## src/core/rore_map.vh

```
// Opcode codes, state codes and reset values for the exec block
`ifndef RORE_MAP_VH
`define RORE_MAP_VH
`define RORE_OP_NOP       3'h0
`define RORE_OP_OR_MEM     3'h1
`define RORE_OP_RETURN     3'h2
`define RORE_OP_RETURN_IMM 3'h3
`define RORE_OP_RETURN_INT 3'h4
`define RORE_OP_ROTATE     3'h5
`define RORE_ACC_RST      8'h00
`define RORE_PC_RST       13'h0000
`define RORE_VEC_RST      13'h0004
`define RORE_ST_IDLE      2'h0
`define RORE_ST_READ      2'h1
`define RORE_ST_WRITE     2'h2
`endif

```

## src/core/rore_exec.v

```verilog
// Executes OR-to-memory, the three returns and rotate-left of memory
//
// Contract
// - OR accumulator into memory byte, update zero
// - Return pops stack into PC, flags untouched
// - Return-immediate pops PC and loads accumulator
// - Interrupt return pops PC, sets master enable
// - Pending interrupt at interrupt return is serviced first
// - Rotate memory byte left, bit 7 into 0
`timescale 1ns/1ps
`include "rore_map.vh"
module rore_exec #(
  parameter AW    = 13,
  parameter DEPTH = 8,
  parameter PW    = 3
) (
  // Clock and reset
  input  wire          clock,
  input  wire          sys_rst,
  // Decoded instruction
  input  wire          instr_valid,
  input  wire [2:0]    instr_op,
  input  wire [7:0]    instr_imm,
  input  wire [7:0]    instr_addr,
  // Subroutine entry pushes return address
  input  wire          call_push,
  input  wire [AW-1:0] call_addr,
  // Interrupt request level from the controller
  input  wire          irq_pending,
  // Data memory
  output reg  [7:0]    mem_addr_r,
  output reg           mem_rd_r,
  output reg           mem_wr_r,
  output reg  [7:0]    mem_wdata_r,
  input  wire [7:0]    mem_rdata,
  // Core state
  output reg  [7:0]    accumulator_r,
  output reg           zero_flag_r,
  output reg           master_irq_enable_r,
  output reg  [AW-1:0] pc_r,
  output reg           pc_load_r,
  output reg           busy_r,
  output reg           irq_ack_r
);
  // Which return is in flight, held for its final cycle
  localparam RK_PLAIN = 2'h0;
  localparam RK_IMM   = 2'h1;
  localparam RK_INT   = 2'h2;

  reg  [1:0]    state_r;
  reg  [2:0]    op_r;
  reg           pop_r;
  reg  [1:0]    rtn_kind_r;
  reg  [AW-1:0] rtn_addr_r;
  wire [AW-1:0] stack_top;

  // Opcode group decodes
  function is_return;
    input [2:0] op;
    begin
      is_return = (op == `RORE_OP_RETURN) ||
                  (op == `RORE_OP_RETURN_IMM) ||
                  (op == `RORE_OP_RETURN_INT);
    end
  endfunction

  function is_mem_op;
    input [2:0] op;
    begin
      is_mem_op = (op == `RORE_OP_OR_MEM) || (op == `RORE_OP_ROTATE);
    end
  endfunction

  function rore_zero;
    input [7:0] val;
    begin
      rore_zero = (val == 8'h00);
    end
  endfunction

  function [7:0] rore_alu;
    input [2:0] op;
    input [7:0] accum;
    input [7:0] data;
    begin
      if (op == `RORE_OP_ROTATE)
        rore_alu = {data[6:0], data[7]};
      else
        rore_alu = accum | data;
    end
  endfunction

  // An instruction is taken only while state_r is idle; state_r blocks the rest, busy_r only shows it
  wire          take     = instr_valid && (state_r == `RORE_ST_IDLE);
  wire          rtn      = take && is_return(instr_op);
  wire          vec_now  = (rtn_kind_r == RK_INT) && irq_pending;
  wire          fin      = (state_r == `RORE_ST_WRITE);
  // Read data is only meaningful in the write cycle
  wire [7:0]    alu_out  = rore_alu(op_r, accumulator_r, mem_rdata);
  // An interrupt return that vectors puts its address back, so the
  // handler's own return lands on the interrupted program
  wire          restack  = vec_now && pop_r;
  wire          stk_push = call_push || restack;
  wire [AW-1:0] stk_addr = call_push ? call_addr : rtn_addr_r;

  // A call push in the same cycle as a restack wins; callers must not
  // push while a return is still busy
  rore_stack #(.AW(AW), .DEPTH(DEPTH), .PW(PW)) rore_stack_i (
    .clock     (clock),
    .sys_rst   (sys_rst),
    .push      (stk_push),
    .push_addr (stk_addr),
    .pop       (rtn),
    .top_r     (stack_top)
  );

  // The stack shows the entry below once its pointer steps back, so
  // the address being returned to is caught before the pop lands
  always @(posedge clock or posedge sys_rst) begin
    if (sys_rst)
      rtn_addr_r <= {AW{1'b0}};
    else if (rtn)
      rtn_addr_r <= stack_top;
  end

  // Only the OR updates zero; rotate and the returns leave it alone
  always @(posedge clock or posedge sys_rst) begin
    if (sys_rst)
      zero_flag_r <= 1'b0;
    else if (fin && op_r == `RORE_OP_OR_MEM)
      zero_flag_r <= rore_zero(alu_out);
  end

  // Set by the interrupt return, cleared again when it vectors at once
  always @(posedge clock or posedge sys_rst) begin
    if (sys_rst)
      master_irq_enable_r <= 1'b0;
    else if (rtn && instr_op == `RORE_OP_RETURN_INT)
      master_irq_enable_r <= 1'b1;
    else if (fin && !is_mem_op(op_r) && vec_now)
      master_irq_enable_r <= 1'b0;
  end

  always @(posedge clock or posedge sys_rst) begin
    if (sys_rst) begin
      state_r       <= `RORE_ST_IDLE;
      op_r          <= `RORE_OP_NOP;
      pop_r         <= 1'b0;
      rtn_kind_r    <= RK_PLAIN;
      mem_addr_r    <= 8'h00;
      mem_rd_r      <= 1'b0;
      mem_wr_r      <= 1'b0;
      mem_wdata_r   <= 8'h00;
      accumulator_r <= `RORE_ACC_RST;
      pc_r          <= `RORE_PC_RST;
      pc_load_r     <= 1'b0;
      busy_r        <= 1'b0;
      irq_ack_r     <= 1'b0;
    end else begin
      mem_rd_r  <= 1'b0;
      mem_wr_r  <= 1'b0;
      pc_load_r <= 1'b0;
      irq_ack_r <= 1'b0;
      pop_r     <= 1'b0;
      case (state_r)
        `RORE_ST_IDLE: begin
          if (instr_valid) begin
            op_r <= instr_op;
            case (instr_op)
              `RORE_OP_OR_MEM, `RORE_OP_ROTATE: begin
                mem_addr_r <= instr_addr;
                mem_rd_r   <= 1'b1;
                busy_r     <= 1'b1;
                state_r    <= `RORE_ST_READ;
              end
              `RORE_OP_RETURN: begin
                pop_r      <= 1'b1;
                rtn_kind_r <= RK_PLAIN;
                busy_r     <= 1'b1;
                state_r    <= `RORE_ST_WRITE;
              end
              `RORE_OP_RETURN_IMM: begin
                accumulator_r <= instr_imm;
                pop_r         <= 1'b1;
                rtn_kind_r    <= RK_IMM;
                busy_r        <= 1'b1;
                state_r       <= `RORE_ST_WRITE;
              end
              `RORE_OP_RETURN_INT: begin
                pop_r      <= 1'b1;
                rtn_kind_r <= RK_INT;
                busy_r     <= 1'b1;
                state_r    <= `RORE_ST_WRITE;
              end
              default: begin
                busy_r <= 1'b0;
              end
            endcase
          end
        end
        `RORE_ST_READ: begin
          // Data memory answers one cycle after the read strobe
          state_r <= `RORE_ST_WRITE;
        end
        `RORE_ST_WRITE: begin
          busy_r  <= 1'b0;
          state_r <= `RORE_ST_IDLE;
          if (is_mem_op(op_r)) begin
            mem_wdata_r <= alu_out;
            mem_wr_r    <= 1'b1;
          end else if (vec_now) begin
            // Return address stays stacked so the handler returns to it
            pc_r      <= `RORE_VEC_RST;
            pc_load_r <= 1'b1;
            irq_ack_r <= 1'b1;
          end else begin
            pc_r      <= rtn_addr_r;
            pc_load_r <= 1'b1;
          end
        end
        default: begin
          state_r <= `RORE_ST_IDLE;
          busy_r  <= 1'b0;
        end
      endcase
    end
  end
endmodule

```

## src/core/rore_stack.v

```verilog
// Return address stack with registered read data
`timescale 1ns/1ps
module rore_stack #(
  parameter AW    = 13,
  parameter DEPTH = 8,
  parameter PW    = 3
) (
  // Clock and reset
  input  wire          clock,
  input  wire          sys_rst,
  // Push and pop
  input  wire          push,
  input  wire [AW-1:0] push_addr,
  input  wire          pop,
  output reg  [AW-1:0] top_r
);
  reg [AW-1:0] mem [0:DEPTH-1];
  reg [PW-1:0] ptr_r;
  wire [PW-1:0] below = ptr_r - {{(PW-1){1'b0}}, 1'b1};

  always @(posedge clock) begin
    if (push)
      mem[ptr_r] <= push_addr;
  end

  always @(posedge clock or posedge sys_rst) begin
    if (sys_rst) begin
      ptr_r <= {PW{1'b0}};
      top_r <= {AW{1'b0}};
    end else if (push) begin
      ptr_r <= ptr_r + {{(PW-1){1'b0}}, 1'b1};
      top_r <= push_addr;
    end else if (pop) begin
      // Wraps on underflow, like a circular hardware stack
      ptr_r <= below;
      top_r <= mem[below - {{(PW-1){1'b0}}, 1'b1}];
    end
  end
endmodule
```

## config.mk

```make
export PLATFORM = sky130hd
export DESIGN_NAME = rore_exec
export DESIGN_NICKNAME = d
export VERILOG_FILES = /design/src/core/rore_exec.v /design/src/core/rore_stack.v
export VERILOG_INCLUDE_DIRS = /design/src /design/src/core
export SDC_FILE = /design/constraint.sdc
export NUM_CORES = 1
export LEC_CHECK = 0
export BUFFER_PORTS_ARGS = -buffer_cell sky130_fd_sc_hd__clkbuf_2
export CAP_MARGIN = 10
export CORE_MARGIN = 2
export CORE_UTILIZATION = 33
export CTS_BUF_LIST = sky130_fd_sc_hd__clkbuf_8
export DETAILED_ROUTE_END_ITERATION = 16
export PLACE_DENSITY_LB_ADDON = 0.2
export SYNTH_ARGS = -nofsm -noshare
export SYNTH_HDL_FRONTEND = slang
export SYNTH_SLANG_ARGS = --single-unit
export TNS_END_PERCENT = 20
```

## constraint.sdc

```tcl
create_clock -name clock -period 5.55 [get_ports clock]
set_clock_uncertainty 0.15 [all_clocks]
set_input_delay 0.555 -clock clock [delete_from_list [all_inputs] [get_ports clock]]
set_output_delay 0.555 -clock clock [all_outputs]
set_load 0.01 [all_outputs]
```

Yosys cells after proc, flatten, opt, wreduce, memory -nomap -nowiden
Memory sizes are Yosys's and may differ from the RTL's.
Index checks and enable logic that the tools add are counted.
{"block": "classes", "addsub": 3, "n_mux": 31, "bitwise": 3, "n_reduce_logical": 29, "n_eq_ne": 12}
{"operator": "two-way mux 13 bit", "n": 4}
{"operator": "two-way mux 1 bit", "n": 19}
{"operator": "AND reduction 2 bit", "n": 5}
{"operator": "equality test 3 bit (second input constant)", "n": 3}
{"operator": "AND reduction 3 bit", "n": 3}
{"operator": "logical AND 1 bit", "n": 8}
{"operator": "zero test 8 bit", "n": 1}
{"operator": "two-way mux 8 bit", "n": 1}
{"operator": "bitwise OR 8 bit", "n": 1}
{"operator": "one-hot mux 2 bit (2 select lines)", "n": 2}
{"operator": "equality test 3 x 1 -> 1 bit (second input constant)", "n": 2}
{"operator": "equality test 3 x 2 -> 1 bit (second input constant)", "n": 2}
{"operator": "two-way mux 3 bit", "n": 2}
{"operator": "one-hot mux 2 bit (3 select lines)", "n": 1}
{"operator": "subtractor 3 x 1 -> 3 bit (second input constant)", "n": 2}
{"operator": "OR reduction 5 bit", "n": 1}
{"operator": "equality test 2 bit (second input constant)", "n": 2}
{"operator": "logical OR 1 bit", "n": 4}
{"operator": "nonzero test 2 bit", "n": 2}
{"operator": "adder 3 x 1 -> 3 bit (second input constant)", "n": 1}
{"operator": "inequality test 3 x 2 -> 1 bit (second input constant)", "n": 1}
{"operator": "nonzero test 3 bit", "n": 1}
{"operator": "OR reduction 3 bit", "n": 1}
{"operator": "equality test 2 x 1 -> 1 bit (second input constant)", "n": 1}
{"operator": "7 further kinds", "n": 8}
{"block": "totals", "inputBits": 45, "regBits": 81, "out_inout_bits": 44, "ram_bits": 104, "memories": 1}
{"memory": "rore_stack_i.mem", "words": 8, "word_bits": 13, "read_ports": 1, "rd_ports_with_merged_regs": 0, "wr": 1, "line": "rore_stack.v:17", "text": "reg [AW-1:0] mem [0:DEPTH-1];"}

Logic depth before layout (Yosys ltp)
{"block": "logic_depth", "ltp_word": 7, "depth_mapped": 9, "depth_no_buf": 6}

Modules after synthesis
From an unflattened synthesis, not the netlist that was laid out.
{"block": "unflattened", "hier_cells": 449, "area_unflattened_um2": 7478.4}
{"module": "rore_stack", "cells_per_inst": 235, "n_inst": 1, "seq_area_each_um2": 3523.4, "area_each_um2": 4729.5}
{"module": "rore_exec", "cells_per_inst": 214, "n_inst": 1, "seq_area_each_um2": 1626.6, "area_each_um2": 2748.9}

Least setup slack after synthesis
Ideal clock, no wire load.
{"block": "synth_path", "kind": "input to register", "startpoint": "in call_push", "endpoint": "mem rore_stack_i.mem[0][0], enable pin", "arrival_time_ns": 2.422, "path_slack_ns": 2.561, "setup_ns": 0.417, "stages": 4, "path_buffers": 2, "required_ns": 4.983, "path_cell_list": "clkbuf_1 > a21oi_2 > clkbuf_1 > nor4_1"}
{"block": "synth_via", "elab_chain_cells": 3}
{"element": "from (decl)", "line": "rore_exec.v:26", "text": "input wire call_push,"}
{"element": "logical OR 1 bit", "line": "rore_exec.v:103", "text": "wire stk_push = call_push || restack;"}
{"element": "two-way mux 1 bit", "line": "rore_stack.v:22", "text": "if (push)"}
{"element": "two-way mux 1 bit (not written as such)", "line": "rore_stack.v:23", "text": "mem[ptr_r] <= push_addr;"}
{"element": "to (decl)", "line": "rore_stack.v:17"}
No other way between the ends.

Final worst setup path
{"block": "layout_path", "startpoint": "reg rore_stack_i.ptr_r[0]", "endpoint": "reg rore_stack_i.top_r[3]"}
{"block": "layout_via", "elab_chain_cells": 5}
{"element": "from (decl)", "line": "rore_stack.v:18", "text": "reg [PW-1:0] ptr_r;"}
{"element": "from (signal assigned)", "line": "rore_stack.v:28", "text": "ptr_r <= {PW{1'b0}};"}
{"element": "from (signal assigned)", "line": "rore_stack.v:31", "text": "ptr_r <= ptr_r + {{(PW-1){1'b0}}, 1'b1};"}
{"element": "from (signal assigned)", "line": "rore_stack.v:35", "text": "ptr_r <= below;"}
{"element": "subtractor 3 x 1 -> 3 bit", "line": "rore_stack.v:19", "text": "wire [PW-1:0] below = ptr_r - {{(PW-1){1'b0}}, 1'b1};"}
{"element": "subtractor 3 x 1 -> 3 bit", "line": "rore_stack.v:36", "text": "top_r <= mem[below - {{(PW-1){1'b0}}, 1'b1}];"}
{"element": "memory (8 x 13 bit)"}
{"element": "two-way mux 13 bit", "line": "rore_stack.v:33", "text": "end else if (pop) begin"}
{"element": "two-way mux 13 bit", "line": "rore_stack.v:30", "text": "end else if (push) begin"}
{"element": "to (signal assigned)", "line": "rore_stack.v:29", "text": "top_r <= {AW{1'b0}};"}
{"element": "to (signal assigned)", "line": "rore_stack.v:32", "text": "top_r <= push_addr;"}
{"element": "to (signal assigned)", "line": "rore_stack.v:36"}
{"element": "to (decl)", "line": "rore_stack.v:15", "text": "output reg [AW-1:0] top_r"}
No other way between the ends. The select of a mux whose other input is x is not followed.
A chain may end at the register's enable or synchronous reset.

==> metrics.yaml <==
status: "finished clean"
antenna_found_initial: 0
r2r_setup_slack_ns: 2.08
fin_tns_setup_ns: 0
postLayoutCellArea_um2: 8633
cap_violations: 0
synthToLayoutAreaGrowth_pct: 14.96
reg2regPathDepth: 6
port_buffers: 88
post-synth-top-area-cell: "edfxtp_1"
first_iter_violations: 277
grt_pass1_vias: 4554
r2r-end: "rore_stack_i.top_r[3]$_DFFE_PP0P_"
synth.distinct_cells: 46
min_to: "mem_addr_r[1]$_DFFE_PP0P_"
htreeDepth: 4
n_antenna_cell: 0
cp-end-kind: "register"
overflow: 0
fin_crit_ns: 3.467
clk_path_buf_depth: 2
cts_setup_buffers: 0
synth_ff_type: "edfxtp_1"
cts_resized: 0
yosys.area.top_type_share: 0.4159
yosys_warnings: 0
holdPathStages: 2
grt_pass1_wl_um: 26220
fmax_mhz: 288.4
reg2reg_from: "rore_stack_i.ptr_r[0]$_DFFE_PP0P_"
numCtsBuffers: 17
crit_path_start_kind: "register"
power.leakage_nw: 3.437
syn_area_per_cell_um2: 15.81
clk_latency_ns: 0.46
dp_hpwl_um: 10590
cts_tree: "built"
slew_headroom: 0.2726
cpMaxStageDelayCell: "dfrtp_2"
cts_hold_buf: 0
synth_edf_count: 104
min_path_type: "primary input to register"
vdd_drop_max_mv: 0.2870
dr.pass1.iters: 4
cp_max_fo: 33
syn-num-nets: 523
fin_hold_ws_ns: 0.1679
crit_path_cell_trace: "inv_1 > ha_1 > xnor3_1 > mux2i_1 > nand3_1 > o221a_2"
drc_errors: 0
fin_nets: 612
hold_viol_final: 0
async_flop_share: 0.4378
start_util: 0.3337
cts_root_buf: "clkbuf_8"
wirelength_um: 16470
p_per_area_nw_per_um2: 492.4
ys_seq_elements: 185
synthTopCellsByArea: "edfxtp_1 42%, dfrtp_1 27%, mux4_2 7.8%"
post_drt_wl_per_cell_um: 19.10
viasPerCell: 5.009
gp_congestion: 0.7757
track_usage: 0.1444
tightest_slew_ns: 1.091
grt_max_degree: 82
period_share: 0.6247
rows: 55
critPathArrivalTime_ns: 3.66
maxSlewViolCount: 0
syn-cell-area_um2: 7510
dieWidth_um: 154.9
path_clk_slew_ns: 0.11
cts_sinks: 185
worstHoldStart: "instr_addr[1]"
dieArea_um2: 23980
required_ns: 5.75
setup_violations: 0
antenna_left: 0
dpl_cell_area_um2: 8254
drive_gt1_frac: 0.3640
criticalPathCategory: "register to register"
vias: 4318
ios: 89
die_h_um: 154.9
crit_path_max_incr_delay_ns: 1.10
fill_cells: 2090
core_area_um2: 22500
rsz0062_at_grt: "false"
synth_cells: 475
yosysSeqAreaShare: 0.6858
==> cells in the final DEF (no fill, tap or decap), types with 5 or more instances in the layout <==
master,count
dfrtp_1,80
a22o_1,12
o21ai_0,20
o221a_2,13
inv_1,8
mux4_2,26
nand3_1,14
mux2_2,28
clkbuf_2,88
nor3_1,5
edfxtp_1,104
inv_8,6
mux2i_1,15
clkbuf_8,17
buf_4,8
nor2_1,11
nand2_1,65
==> worst max-delay path: cells and delay by family, from the launching register on <==
kind	cells	cell delay [ns]
AOI/OAI and AO/OA	1	0.15
DFF	1	1.10
muxes	1	0.29
adders and majority gates	1	0.30
buffers and inverters	1	0.24
and+or+nand+nor	1	0.10
xor gates and xnor gates	1	1.03
==> worst max path at each step <==
stage                                            from                                 to  slack [ns]  cells past startpoint
floorplan                                   call_push   rore_stack_i.mem[0][0]$_DFFE_PP_        2.56                      4
global placement    rore_stack_i.ptr_r[0]$_DFFE_PP0P_  rore_stack_i.top_r[1]$_DFFE_PP0P_        2.07                      6
detailed placement  rore_stack_i.ptr_r[0]$_DFFE_PP0P_  rore_stack_i.top_r[2]$_DFFE_PP0P_        1.98                      6
CTS                 rore_stack_i.ptr_r[0]$_DFFE_PP0P_  rore_stack_i.top_r[3]$_DFFE_PP0P_        1.97                      6
global route        rore_stack_i.ptr_r[0]$_DFFE_PP0P_  rore_stack_i.top_r[7]$_DFFE_PP0P_        1.77                      6
finish              rore_stack_i.ptr_r[0]$_DFFE_PP0P_  rore_stack_i.top_r[3]$_DFFE_PP0P_        2.08                      6
==> per-stage QoR <==
stage / util / power (mW) / instances / setup slack [ns]
2_1_floorplan: - / 2.997 / 475 / 2.561
3_3_place_gp: 0.3668 / 3.407 / 830 / 2.069
3_5_place_dp: 0.3668 / 3.450 / 830 / 1.981
4_1_cts: 0.3837 / 4.320 / 862 / 1.967
5_1_grt: 0.3837 / 4.524 / 862 / 1.765
6_report: 0.3837 / 4.251 / 862 / 2.083
==> layer usage <==
metal,GRT usage,wire (µm),vias to the layer above
met4,0.04101,112,0
met1,0.1840,7263,2211
li1,-,-,1977
met2,0.2462,8388,122
met3,0.03593,703,8
met5,0,0,-
==> sequential cells by signal, indices dropped and copies added (netlist names), 2 cells and up <==
signal and flops:
rore_stack_i.mem 104, pc_r 13, rore_stack_i.top_r 13, rtn_addr_r 13, accumulator_r 8, mem_addr_r 8
mem_wdata_r 8, op_r 3, rore_stack_i.ptr_r 3, rtn_kind_r 2, state_r 2
==> cell families (layout without fill, tap and decap cells) <==
family | Yosys count | after routing | synth area share
flops | 185 | 185 | 0.6858
xor+xnor | 3 | 3 | 0.005332
fa+ha+maj | 3 | 3 | 0.004999
buf+inv | 36 | 138 | 0.02582
compound gates | 59 | 59 | 0.06181
simple gates | 120 | 120 | 0.07631
mux | 69 | 69 | 0.1400
==> area by class of cell <==
cell class,instances,area (µm²),area share
inverter,10,38.79,0.004493
clock inverter,15,145.1,0.01681
clock buffer,17,234.0,0.02710
tap,285,356.6,0.04130
timing repair buffer,96,500.5,0.05797
multi-input combinational,254,2207,0.2557
sequential,185,5151,0.5967
==> synth_stat cells (2+ instances only) <==
master and number:
buf_2 5, nor4_1 4, a21oi_1 2, nand2b_1 4, or3b_1 2, nor3_4 2
nand2_1 65, nor3_1 8, mux2i_1 15, inv_1 9, nor2_1 12, nand3_1 14
clkbuf_1 10, nor2b_1 2, dfrtp_1 81, mux2_2 28, a22o_1 12, xnor2_1 2
edfxtp_1 104, a21o_1 2, buf_4 6, ha_1 3, o221a_2 13, mux4_2 26
o21ai_0 20, buf_6 4
==> report_power, final <==
| part | total, mW | internal (mW) | switching (mW) |
|---|---|---|---|
| clock | 0.868 | 0.336 | 0.532 |
| sequential | 2.05 | 1.81 | 0.238 |
| combinational | 1.33 | 0.653 | 0.681 |
Power figures use the tool's default switching activity.
